`src/rtl/cacc_pkg.sv`:
```
package cacc_pkg;

   // Register indices on the plain register port
   localparam logic [3:0] ADDR_CTRL    = 4'h0;
   localparam logic [3:0] ADDR_MODE    = 4'h1;
   localparam logic [3:0] ADDR_CNT_LO  = 4'h2;
   localparam logic [3:0] ADDR_CNT_HI  = 4'h3;
   localparam logic [3:0] ADDR_MMODE   = 4'h4;
   localparam logic [3:0] ADDR_CAP_LO  = 4'h5;
   localparam logic [3:0] ADDR_CAP_HI  = 4'h6;
   localparam logic [3:0] ADDR_STATUS  = 4'h7;

   // Counter control register fields
   localparam int CTRL_OVF_BIT = 7;
   localparam int CTRL_RUN_BIT = 6;
   localparam int CTRL_EVT_BIT = 4;

   // Counter mode register fields
   localparam int MODE_IDLE_BIT = 7;
   localparam int MODE_WDT_BIT  = 6;
   localparam int MODE_SRC_HI   = 2;
   localparam int MODE_SRC_LO   = 1;
   localparam int MODE_OVFIE_BIT = 0;

   // Module mode register fields
   localparam int MM_CMP_BIT  = 6;
   localparam int MM_RISE_BIT = 5;
   localparam int MM_FALL_BIT = 4;
   localparam int MM_MAT_BIT  = 3;
   localparam int MM_TOG_BIT  = 2;
   localparam int MM_PWM_BIT  = 1;
   localparam int MM_IE_BIT   = 0;

   // Reset values
   localparam logic [7:0] CTRL_RST  = 8'h00;
   localparam logic [7:0] MODE_RST  = 8'h00;
   localparam logic [7:0] MMODE_RST = 8'h00;
   localparam logic [7:0] BYTE_RST  = 8'h00;

   // Oscillator prescale counts
   localparam int DIV12_COUNT = 12;
   localparam int DIV4_COUNT  = 4;

   // Count source selection
   localparam logic [1:0] SRC_DIV12 = 2'h0;
   localparam logic [1:0] SRC_DIV4  = 2'h1;
   localparam logic [1:0] SRC_TMR0  = 2'h2;
   localparam logic [1:0] SRC_EXT   = 2'h3;

   // Register port request
   typedef struct packed {
      logic       wr;
      logic       rd;
      logic [3:0] addr;
      logic [7:0] wdata;
   } cacc_req_t;

   // Module mode decode
   typedef enum logic [1:0] {
      CACC_MD_OFF,
      CACC_MD_CAPTURE,
      CACC_MD_COMPARE,
      CACC_MD_PWM
   } cacc_mode_t;

endpackage

```
`src/rtl/cacc_top.sv`:
```
// Functional notes
// - Source select picks osc/12, osc/4, timer 0 overflow or external count input.
// - Idle-halt bit stops the counter while the processor idles.
// - Watchdog-enable bit in the counter mode register is kept and exported.
// - Overflow sets the flag; interrupt only with overflow interrupt enable.
// - Counter advances only while the run bit, control bit 6, is set.
// - Overflow flag, control bit 7, set by hardware, cleared only by software.
// - Module event flag, control bit 4, set on match or capture; software clears.
// - Module interrupt when event flag and module interrupt enable are set.
// - Module mode bit 1 selects PWM; needs compare enable too.
// - Toggle bit inverts the module pin on every counter match.
// - Match bit sets the event flag on every counter match.
// - Bit 4 captures falling edges, bit 5 rising, both for any edge.
// - Module mode bit 6 enables the compare function.
// - On an enabled pin edge copy the 16-bit counter into the capture registers.
// - Compare enable plus match gives a software timer with flag and interrupt.
// - Toggle, match and compare enable together give high-speed output.
// - PWM output low while counter low byte below duty low, else high.
// - In PWM the duty low reloads from duty high on low byte FF to 00.
// - Comparator output may serve as the capture trigger.
`timescale 1ns/1ps
`default_nettype none

module cacc_top (
   // Clock, reset, enable
   input  wire logic       MCLK_I,
   input  wire logic       RSTN_I,
   input  wire logic       CE_I,
   // Register port
   input  wire logic [3:0] ADDR_I,
   input  wire logic [7:0] WDATA_I,
   input  wire logic       WR_I,
   input  wire logic       RD_I,
   output logic      [7:0] RDATA_O,
   // System context
   input  wire logic       IDLE_I,
   input  wire logic       TMR0_OVF_I,
   input  wire logic       CMP_OUT_I,
   input  wire logic       CAP_SEL_CMP_I,
   // External pins
   input  wire logic       EXT_COUNT_I,
   input  wire logic       MODULE_IO_PIN_I,
   output logic            MODULE_IO_PIN_O,
   output logic            MODULE_IO_PIN_OE_N_O,
   // Interrupt requests and watchdog enable
   output logic            OVF_IRQ_O,
   output logic            MOD_IRQ_O,
   output logic            WDT_EN_O
);

   cacc_pkg::cacc_req_t  req;
   cacc_pkg::cacc_mode_t mode;

   logic [7:0]  ctrl_q;
   logic [7:0]  cmode_q;
   logic [7:0]  mmode_q;
   logic [15:0] cnt_q;
   logic [7:0]  cap_lo_q;
   logic [7:0]  cap_hi_q;
   logic [3:0]  pre_q;
   logic        tmr0_q;
   logic [2:0]  ext_sync_q;
   logic [2:0]  pin_sync_q;
   logic [2:0]  cmp_sync_q;
   logic        pin_out_q;
   logic        tick;
   logic        step;
   logic        ovf;
   logic        trig_now;
   logic        trig_prev;
   logic        rise;
   logic        fall;
   logic        cap_evt;
   logic        match;
   logic        match_evt;
   logic        pwm_on;
   logic        wr_ctrl;

   assign req = '{wr: WR_I, rd: RD_I, addr: ADDR_I, wdata: WDATA_I};
   assign wr_ctrl = req.wr && (req.addr == cacc_pkg::ADDR_CTRL);

   // Mode decode from the module mode register
   always_comb begin
      mode = cacc_pkg::CACC_MD_OFF;
      if (mmode_q[cacc_pkg::MM_PWM_BIT] && mmode_q[cacc_pkg::MM_CMP_BIT]) begin
         mode = cacc_pkg::CACC_MD_PWM;
      end else if (mmode_q[cacc_pkg::MM_RISE_BIT] || mmode_q[cacc_pkg::MM_FALL_BIT]) begin
         mode = cacc_pkg::CACC_MD_CAPTURE;
      end else if (mmode_q[cacc_pkg::MM_CMP_BIT]) begin
         mode = cacc_pkg::CACC_MD_COMPARE;
      end
   end

   // Pin and count input synchronisers; stage 0 is read only by stage 1
   always_ff @(posedge MCLK_I) begin
      if (!RSTN_I) begin
         ext_sync_q <= 3'h0;
         pin_sync_q <= 3'h0;
         cmp_sync_q <= 3'h0;
         tmr0_q     <= 1'b0;
      end else if (CE_I) begin
         ext_sync_q <= {ext_sync_q[1:0], EXT_COUNT_I};
         pin_sync_q <= {pin_sync_q[1:0], MODULE_IO_PIN_I};
         cmp_sync_q <= {cmp_sync_q[1:0], CMP_OUT_I};
         tmr0_q     <= TMR0_OVF_I;
      end
   end

   // Oscillator prescaler, free running so divided ticks stay evenly spaced
   always_ff @(posedge MCLK_I) begin
      if (!RSTN_I) begin
         pre_q <= 4'h0;
      end else if (CE_I) begin
         if (pre_q == 4'(cacc_pkg::DIV12_COUNT - 1)) begin
            pre_q <= 4'h0;
         end else begin
            pre_q <= pre_q + 4'h1;
         end
      end
   end

   // Source tick selection
   always_comb begin
      case (cmode_q[cacc_pkg::MODE_SRC_HI:cacc_pkg::MODE_SRC_LO])
         cacc_pkg::SRC_DIV12: tick = (pre_q == 4'(cacc_pkg::DIV12_COUNT - 1));
         cacc_pkg::SRC_DIV4:  tick = (pre_q[1:0] == 2'(cacc_pkg::DIV4_COUNT - 1));
         cacc_pkg::SRC_TMR0:  tick = tmr0_q;
         cacc_pkg::SRC_EXT:   tick = ext_sync_q[1] && !ext_sync_q[2];
         default:             tick = 1'b0;
      endcase
   end

   // Run and idle gating
   assign step = tick && ctrl_q[cacc_pkg::CTRL_RUN_BIT]
                 && !(cmode_q[cacc_pkg::MODE_IDLE_BIT] && IDLE_I);
   assign ovf  = step && (cnt_q == 16'hFFFF);

   // Capture trigger: pin or comparator
   assign trig_now  = CAP_SEL_CMP_I ? cmp_sync_q[1] : pin_sync_q[1];
   assign trig_prev = CAP_SEL_CMP_I ? cmp_sync_q[2] : pin_sync_q[2];
   assign rise      = trig_now && !trig_prev;
   assign fall      = !trig_now && trig_prev;
   assign cap_evt   = (mode == cacc_pkg::CACC_MD_CAPTURE)
                      && ((rise && mmode_q[cacc_pkg::MM_RISE_BIT])
                      || (fall && mmode_q[cacc_pkg::MM_FALL_BIT]));

   // Match is taken once, on the step that lands on the compare value
   assign match     = (mode == cacc_pkg::CACC_MD_COMPARE) && step
                      && ((cnt_q + 16'h1) == {cap_hi_q, cap_lo_q});
   assign match_evt = match && mmode_q[cacc_pkg::MM_MAT_BIT];
   assign pwm_on    = (mode == cacc_pkg::CACC_MD_PWM);

   // Counter, writable bytes, one step per tick
   always_ff @(posedge MCLK_I) begin
      if (!RSTN_I) begin
         cnt_q <= 16'h0000;
      end else if (CE_I) begin
         if (req.wr && req.addr == cacc_pkg::ADDR_CNT_LO) begin
            cnt_q[7:0] <= req.wdata;
         end else if (req.wr && req.addr == cacc_pkg::ADDR_CNT_HI) begin
            cnt_q[15:8] <= req.wdata;
         end else if (step) begin
            cnt_q <= cnt_q + 16'h1;
         end
      end
   end

   // Control register: flags set by hardware win over a software clear
   always_ff @(posedge MCLK_I) begin
      if (!RSTN_I) begin
         ctrl_q <= cacc_pkg::CTRL_RST;
      end else if (CE_I) begin
         if (wr_ctrl) begin
            ctrl_q[cacc_pkg::CTRL_RUN_BIT] <= req.wdata[cacc_pkg::CTRL_RUN_BIT];
            ctrl_q[cacc_pkg::CTRL_OVF_BIT] <= req.wdata[cacc_pkg::CTRL_OVF_BIT]
                                              & ctrl_q[cacc_pkg::CTRL_OVF_BIT];
            ctrl_q[cacc_pkg::CTRL_EVT_BIT] <= req.wdata[cacc_pkg::CTRL_EVT_BIT]
                                              & ctrl_q[cacc_pkg::CTRL_EVT_BIT];
         end
         if (ovf) begin
            ctrl_q[cacc_pkg::CTRL_OVF_BIT] <= 1'b1;
         end
         if (cap_evt || match_evt) begin
            ctrl_q[cacc_pkg::CTRL_EVT_BIT] <= 1'b1;
         end
      end
   end

   // Mode registers
   always_ff @(posedge MCLK_I) begin
      if (!RSTN_I) begin
         cmode_q <= cacc_pkg::MODE_RST;
         mmode_q <= cacc_pkg::MMODE_RST;
      end else if (CE_I) begin
         if (req.wr && req.addr == cacc_pkg::ADDR_MODE) begin
            cmode_q <= req.wdata & 8'hC7;
         end
         if (req.wr && req.addr == cacc_pkg::ADDR_MMODE) begin
            mmode_q <= req.wdata & 8'h7F;
         end
      end
   end

   // Capture and duty registers; a capture beats a same-cycle write
   always_ff @(posedge MCLK_I) begin
      if (!RSTN_I) begin
         cap_lo_q <= cacc_pkg::BYTE_RST;
         cap_hi_q <= cacc_pkg::BYTE_RST;
      end else if (CE_I) begin
         if (cap_evt) begin
            cap_lo_q <= cnt_q[7:0];
            cap_hi_q <= cnt_q[15:8];
         end else begin
            if (req.wr && req.addr == cacc_pkg::ADDR_CAP_HI) begin
               cap_hi_q <= req.wdata;
            end
            if (pwm_on && step && cnt_q[7:0] == 8'hFF) begin
               cap_lo_q <= cap_hi_q;
            end else if (req.wr && req.addr == cacc_pkg::ADDR_CAP_LO) begin
               cap_lo_q <= req.wdata;
            end
         end
      end
   end

   // Module output pin
   always_ff @(posedge MCLK_I) begin
      if (!RSTN_I) begin
         pin_out_q <= 1'b1;
      end else if (CE_I) begin
         if (pwm_on) begin
            pin_out_q <= (cnt_q[7:0] >= cap_lo_q);
         end else if (match && mmode_q[cacc_pkg::MM_TOG_BIT]) begin
            pin_out_q <= !pin_out_q;
         end
      end
   end

   // Outputs, all registered
   always_ff @(posedge MCLK_I) begin
      if (!RSTN_I) begin
         MODULE_IO_PIN_O      <= 1'b1;
         MODULE_IO_PIN_OE_N_O <= 1'b1;
         OVF_IRQ_O            <= 1'b0;
         MOD_IRQ_O            <= 1'b0;
         WDT_EN_O             <= 1'b0;
      end else if (CE_I) begin
         MODULE_IO_PIN_O      <= pin_out_q;
         // Driven only in PWM or toggling; in capture the pin stays an input
         MODULE_IO_PIN_OE_N_O <= !(pwm_on || (mode == cacc_pkg::CACC_MD_COMPARE
                                  && mmode_q[cacc_pkg::MM_TOG_BIT]));
         OVF_IRQ_O            <= ctrl_q[cacc_pkg::CTRL_OVF_BIT]
                                 && cmode_q[cacc_pkg::MODE_OVFIE_BIT];
         MOD_IRQ_O            <= ctrl_q[cacc_pkg::CTRL_EVT_BIT]
                                 && mmode_q[cacc_pkg::MM_IE_BIT];
         WDT_EN_O             <= cmode_q[cacc_pkg::MODE_WDT_BIT];
      end
   end

   // Read data in the cycle after the strobe; unmapped reads give zero
   always_ff @(posedge MCLK_I) begin
      if (!RSTN_I) begin
         RDATA_O <= 8'h00;
      end else if (CE_I) begin
         RDATA_O <= 8'h00;
         if (req.rd) begin
            case (req.addr)
               cacc_pkg::ADDR_CTRL:   RDATA_O <= ctrl_q & 8'hD0;
               cacc_pkg::ADDR_MODE:   RDATA_O <= cmode_q;
               cacc_pkg::ADDR_CNT_LO: RDATA_O <= cnt_q[7:0];
               cacc_pkg::ADDR_CNT_HI: RDATA_O <= cnt_q[15:8];
               cacc_pkg::ADDR_MMODE:  RDATA_O <= mmode_q;
               cacc_pkg::ADDR_CAP_LO: RDATA_O <= cap_lo_q;
               cacc_pkg::ADDR_CAP_HI: RDATA_O <= cap_hi_q;
               cacc_pkg::ADDR_STATUS: RDATA_O <= {6'h00, 1'(mode), pin_out_q};
               default:               RDATA_O <= 8'h00;
            endcase
         end
      end
   end
endmodule

`default_nettype wire

```
`config.mk`:
```
export PLATFORM = sky130hd
export DESIGN_NAME = cacc_top
export DESIGN_NICKNAME = d
export VERILOG_FILES = /design/src/rtl/cacc_pkg.sv /design/src/rtl/cacc_top.sv
export SDC_FILE = /design/constraint.sdc
export NUM_CORES = 1
export LEC_CHECK = 0
export BUFFER_PORTS_ARGS = -buffer_cell sky130_fd_sc_hd__buf_2
export CAP_MARGIN = 20
export CORE_MARGIN = 5
export CORE_UTILIZATION = 45
export DETAILED_ROUTE_END_ITERATION = 12
export PLACE_DENSITY_LB_ADDON = 0.08
export SYNTH_ARGS = -nofsm -noshare
export SYNTH_HDL_FRONTEND = slang
export SYNTH_SLANG_ARGS = --single-unit
```
`constraint.sdc`:
```
create_clock -name MCLK_I -period 2.2 [get_ports MCLK_I]
set_clock_uncertainty 0.1 [all_clocks]
set_input_delay 0.33 -clock MCLK_I [delete_from_list [all_inputs] [get_ports MCLK_I]]
set_output_delay 0.33 -clock MCLK_I [all_outputs]
set_load 0.01 [all_outputs]
```
==> results of run 1 <==
==> per-stage QoR <==
stage	std cells	power, mW
after global routing	821	2.736
after CTS	813	2.650
after global placement	791	1.676
after floorplan	583	1.560
after detailed placement	791	1.680
final	821	2.635
==> metal layers <==
| metal | vias to the layer above | GRT usage (%) |
|---|---|---|
| li1 | 2290 | - |
| met1 | 2269 | 33.68 |
| met2 | 188 | 38.10 |
| met3 | 35 | 4.387 |
| met4 | 0 | 9.422 |
| met5 | - | 0 |
==> final timing paths <==
| check | from | to | cells after the start |
|---|---|---|---|
| setup / recovery | mmode_q[1] | pin_out_q | 7 |
| hold / removal | CMP_OUT_I | cmp_sync_q[0] | 3 |
| setup reg to reg | mmode_q[1] | pin_out_q | 7 |
| hold reg to reg | MODULE_IO_PIN_OE_N_O | MODULE_IO_PIN_OE_N_O | 2 |
==> power by group through the flow <==
stage	sequential, mW	clock (mW)	combinational (mW)
2_1_floorplan	1.42	0	0.143
3_3_place_gp	1.42	0	0.258
3_5_place_dp	1.42	0	0.261
4_1_cts	1.39	0.998	0.265
5_1_grt	1.39	1.05	0.295
6_report	1.39	0.971	0.276
==> repair_timing <==
| action | 4_1_cts | 5_1_grt |
|---|---|---|
| setup endpoints to repair | 20 | 26 |
| cloned | 0 | 2 |
| pin swaps | 14 | 17 |
| resized for setup | 19 | 55 |
| buffers inserted | 6 | 6 |
==> synth_stat cells, types with 4 or more instances <==
cell type	number	share of area (%)
o22ai_1	10	1.3
o211a_1	9	1.8
buf_2	11	1.1
nand3_1	15	1.5
clkbuf_1	28	2.2
o21ai_0	43	4.4
nand2_1	38	2.9
nor2b_1	36	4.6
and3_1	7	0.90
a31oi_1	8	1.0
nand2b_1	5	0.64
nor2_1	33	2.5
mux2i_1	52	11
inv_1	18	1.4
xor2_1	7	1.3
a21boi_0	6	0.92
a22o_1	8	1.4
and2_1	25	3.2
nor3_1	8	0.82
ha_1	10	2.6
nor4_1	8	1.0
nand4_1	6	0.77
a21oi_1	19	1.9
xnor2_1	13	2.3
buf_4	4	0.62
o21a_1	4	0.62
a22oi_1	10	1.5
mux2_2	7	1.6
dfxtp_1	75	31
==> registers in the layout, indices dropped and copies added, names as in the netlist, 3 cells and up <==
signal / flops
cmode_q: 5
cap_hi_q: 8
ctrl_q: 3
pin_sync_q: 3
mmode_q: 7
pre_q: 4
cnt_q: 16
RDATA_O: 8
ext_sync_q: 3
cmp_sync_q: 3
cap_lo_q: 8
==> cells by family (layout without fill, tap and decap cells) <==
kind of cell,count (synthesis),in the layout,share of synthesized area [%]
flops,75,75,30.75
compound gates,144,144,19.86
xor+xnor,21,21,4.049
buf+inv,66,164,5.971
simple gates,208,208,24.53
fa+ha+maj,10,10,2.563
mux,59,59,12.28
==> worst min-delay path, cell delays in order <==
cell     delay, ns
buf_2         0.08
mux2i_1       0.05
nor2b_1       0.10
==> cell type report <==
type | instances | share of cell area, %
Timing Repair Buffer | 130 | 15.54
Tap cell | 140 | 2.844
Clock buffer | 11 | 2.133
Multi-Input combinational cell | 442 | 53.15
Inverter | 18 | 1.097
Clock inverter | 5 | 0.6501
Sequential cell | 75 | 24.58
==> flow_summary_export.csv, run 1 <==
group,metric,value,unit
status,run_status,"complete, but fails checks",
status,violations,"negative setup slack",
flow_run,drv_cap,0,
synth,ys_ff_latch,75,
cells_and_area,multi_input_area,3273,sq um
setup_path,crit_family,"simple AND/OR/NAND/NOR gates",
synth,syn_area,4882,sq um
cells_and_area,filler_cell_count,1036,
worst_hold_path,hold_path_class,"in -> reg",
cts,cts_root_buf,"clkbuf_8",
sta,hold_violations,0,
routing,dr_wl_met2,7374,um
grt,grt_usage,24.47,%
setup_path,crit_buf_inv,0,
cts,cts_tree,"yes",
grt,antenna_found_initial,0,
die,die_h,114.2,um
synth,syn_avg_cell_area,8.374,sq um
setup_path,required,2.34,ns
power,p_per_area,427.8,nW/um^2
sta,max_freq,0.4418,GHz
cts,h-tree-depth,3,
sta,setup_violations,16,
setup_path,crit_slowest_cell,"nor4b_4",
power,internal_power,1.903,mW
routing,avgViaCountPerCell,5.825,
cts,cts_inserted_buffers,9,
synth,ys_types,67,
cells_and_area,utilization,57.31,%
cts,clock-sinks,75,
cells_and_area,mostFrequentLayoutCell,"buf_4",
die,start_util,45.44,%
sta,timing.setup.tns,-0.4803,ns
setup_path,critPathMaxFanout,2,
routing,route.detailed.drc,0,
grt,gr-total-overflow,0,
power,pwr-share-comb,10.5,%
routing,wl_met1,7035,um
cells_and_area,design_area,6158,sq um
grt,grt_pass1_vias,4529,
synth,ys_warn_count,0,
cells_and_area,final_nets,709,
routing,num_vias,4782,
placement,place_ws,-0.2173,ns
setup_path,crit_path_start_kind,"flip-flop",
placement,gp_congestion,0.9380,
sta,fin_crit_sh,102.9,%
cells_and_area,drive_above_1_share,29.07,%
sta,min_period,2.264,ns
sta,rsz0062_at_grt,"true",
cells_and_area,final_cell_mix,"86 x buf_4, 67 x dfxtp_1, 52 x mux2i_1, 37 x nand2_1, 35 x buf_2",
die,core-area,10750,sq um
cts,worstSkewPairLatency,0.36,ns
synth,synth_edf_count,0,
sta,worst_slack,-0.06369,ns
synth,mappedNetlistNets,616,
setup_path,arrival,2.40,ns
placement,port_buffers,35,
power,swShare,27.79,%
setup_path,path_cells,"nor4b_4, nand4b_1, nor4b_2, nand4_1, nor4_2, mux2i_1, a22oi_1",
grt,grt_pass1_wl,24900,um
sta,maxSlewViolCount,0,
synth,synth_cells,583,
setup_path,reg2reg_slack,-0.06,ns
die,die_w,114.2,um
synth,async_flop_share,0,%
routing,wl_per_cell,19.36,um
cts,clock_path_buffers,2,
setup_path,slowest_delay,0.39,ns
placement,dpl-instance-area,5674,sq um
die,die_area,13030,sq um
cts,clkSlewWorstSetupHoldPaths,0.09,ns
routing,ant_nets,0,
synth,ys.flop_type,"dfxtp_1",
synth,seq_area_frac_synth,30.75,%
die,rows,38,
power,leakage,2.591,nW
routing,top_layer,"met4",
cells_and_area,regArea,1514,sq um
power,p_sw,732.1,uW
sta,hold_ws,0.1316,ns
power,clockPowerShare,36.8,%
routing,wl_met3,1064,um
cells_and_area,diodes,0,
cts,hold_buffers,0,
placement,dpl.hpwl,11480,um
sta,worst_pin_slew,0.4418,ns
sta,relSlewSlack,70.50,%
die,pin_count,36,
power,ir_drop,0.0003286,V
routing,drt_first_pass_iters,5,
routing,wl,15890,um
grt,grt_max_degree,58,
setup_path,end_kind,"flip-flop",
setup_path,worstSetupPathType,"reg -> reg",
cells_and_area,syn_to_final_growth,26.14,%
routing,first_iter_violations,432,
power,p_seq_share,52.7,%
No activity file was read; power rests on OpenSTA's default activity.
==> run 2, diff against run 1 <==
--- a/config.mk
+++ b/config.mk
@@ -9,6 +9,7 @@
 export CAP_MARGIN = 20
 export CORE_MARGIN = 5
 export CORE_UTILIZATION = 45
+export CTS_BUF_LIST = sky130_fd_sc_hd__clkbuf_2 sky130_fd_sc_hd__clkbuf_4 sky130_fd_sc_hd__clkbuf_8
 export DETAILED_ROUTE_END_ITERATION = 12
 export PLACE_DENSITY_LB_ADDON = 0.08
 export SYNTH_ARGS = -nofsm -noshare
==> flow_summary_export.csv, run 2 (synthesis results as in run 1) <==
group,metric,value,unit
power,p_per_area,431.0,nW/um^2
sta,worst_slack,-0.06297,ns
sta,min_period,2.263,ns
sta,rsz0062_at_grt,"true",
grt,antenna_found_initial,0,
worst_hold_path,hold_path_class,"in -> reg",
cells_and_area,final_cell_mix,"86 x buf_4, 67 x dfxtp_1, 52 x mux2i_1, 37 x nand2_1, 35 x buf_2",
setup_path,arrival,2.40,ns
cells_and_area,final_nets,709,
routing,ant_nets,0,
grt,grt_pass1_vias,4523,
sta,timing.setup.tns,-0.4266,ns
cts,clkSlewWorstSetupHoldPaths,0.09,ns
setup_path,worstSetupPathType,"reg -> reg",
cts,cts_inserted_buffers,9,
cells_and_area,drive_above_1_share,29.37,%
setup_path,reg2reg_to,"pin_out_q",
status,run_status,"complete, but fails checks",
cts,cts_root_buf,"clkbuf_8",
cells_and_area,largest_register_ffs,16,
setup_path,r2r-start,"mmode_q[1]",
setup_path,path_cells,"nor4b_4, nand4b_1, nor4b_2, nand4_1, nor4_2, mux2i_1, a22oi_1",
worst_hold_path,hold_depth,3,
cts,cts_tree,"yes",
placement,place_inst,791,
sta,fin_crit_sh,102.9,%
cells_and_area,filler_cell_count,1036,
sta,maxSlewViolCount,0,
cells_and_area,diodes,0,
placement,port_buffers,35,
cts,clock_path_buffers,2,
sta,setup_violations,15,
routing,wl_per_cell,19.47,um
sta,hold_violations,0,
die,rows,38,
cells_and_area,post_layout_nonfiller_instances,821,
die,core-area,10750,sq um
sta,worst_pin_slew,0.4581,ns
grt,gr-total-overflow,0,
routing,route.detailed.drc,0,
placement,gp_congestion,0.9380,
grt,grt_usage,24.44,%
power,ir_drop,0.0003265,V
sta,max_freq,0.4419,GHz
cells_and_area,mostFrequentLayoutCell,"buf_4",
worst_hold_path,worstHoldStart,"CMP_OUT_I",
cts,h-tree-depth,3,
setup_path,crit_path_start_kind,"flip-flop",
power,leakage,2.597,nW
setup_path,reg2reg_slack,-0.06,ns
routing,first_iter_violations,408,
die,die_area,13030,sq um
die,die_w,114.2,um
placement,dpl-instance-area,5674,sq um
routing,num_vias,4790,
setup_path,critPathMaxFanout,2,
status,violations,"negative setup slack",
cts,clock-sinks,75,
setup_path,crit_slowest_cell,"nor4b_4",
cells_and_area,design_area,6166,sq um
setup_path,end_kind,"flip-flop",
cts,worstSkewPairLatency,0.36,ns
setup_path,required,2.34,ns
setup_path,slowest_delay,0.39,ns
setup_path,crit_path_start,"mmode_q[1]",
die,pin_count,36,
die,die_h,114.2,um
cells_and_area,syn_to_final_growth,26.29,%
setup_path,worst-r2r-cell-count,7,
routing,wl,15990,um
grt,grt_pass1_wl,24860,um
cells_and_area,largest-register,"cnt_q",
worst_hold_path,min_to,"cmp_sync_q[0]",
placement,dpl.hpwl,11480,um
routing,drt_first_pass_iters,6,
die,start_util,45.44,%
routing,avgViaCountPerCell,5.834,
sta,relSlewSlack,69.42,%
flow_run,drv_cap,0,
grt,grt_max_degree,58,
cells_and_area,utilization,57.38,%
run 2: how the worst max path moves through the flow:
stage / to / slack (ns) / depth (start not counted)
6_report: pin_out_q / -0.06 / 7
5_1_grt: pin_out_q / -0.22 / 7
4_1_cts: pin_out_q / -0.03 / 8
3_5_place_dp: pin_out_q / -0.22 / 8
3_3_place_gp: cap_lo_q[0] / -0.12 / 9
2_1_floorplan: pin_out_q / 0.01 / 8
run 2: worst max-delay path: cells and delay by family (launching register included):
kind            cells  cell delay (ns)
compound gates      1             0.08
mux                 1             0.22
flops               1             0.34
simple gates        5             1.41
run 2: where the power goes:
group	switching (mW)	internal (mW)	total [mW]
Sequential	0.0151	1.37	1.39
Combinational	0.161	0.116	0.277
Clock	0.554	0.439	0.993
run 2: through the flow:
| stage | setup slack [ns] | hold WS (ns) | power, mW |
|---|---|---|---|
| 6_report | -0.06297 | 0.1328 | 2.658 |
| 5_1_grt | -0.2178 | 0.1310 | 2.762 |
| 4_1_cts | -0.03129 | 0.1210 | 2.675 |
| 3_5_place_dp | -0.2173 | 0.3568 | 1.680 |
| 3_3_place_gp | -0.1166 | 0.3524 | 1.676 |
| 2_1_floorplan | 0.01433 | 0.3682 | 1.560 |
run 2: cell type report:
cell class / instances / area [sq um] / area share (%)
Multi-Input combinational cell: 442 / 3273 / 53.08
Sequential cell: 75 / 1514 / 24.55
Timing Repair Buffer: 130 / 957.2 / 15.52
Tap cell: 140 / 175.2 / 2.841
Clock buffer: 11 / 138.9 / 2.252
Inverter: 18 / 67.56 / 1.096
Clock inverter: 5 / 40.04 / 0.6494
run 2: repair_timing:
action / 4_1_cts / 5_1_grt
pin swaps: 14 / 17
gates cloned: 0 / 2
buffers inserted: 6 / 6
endpoints found under the setup margin: 20 / 26
hold buffers: 0 / 0
resized for setup: 19 / 56
run 2: routing by layer:
layer / track usage, % / routed length [um] / vias up
li1: - / - / 2293
met1: 33.75 / 7213 / 2316
met2: 37.94 / 7406 / 144
met3: 4.387 / 892 / 37
met4: 9.422 / 476 / 0
met5: 0 / 0 / -
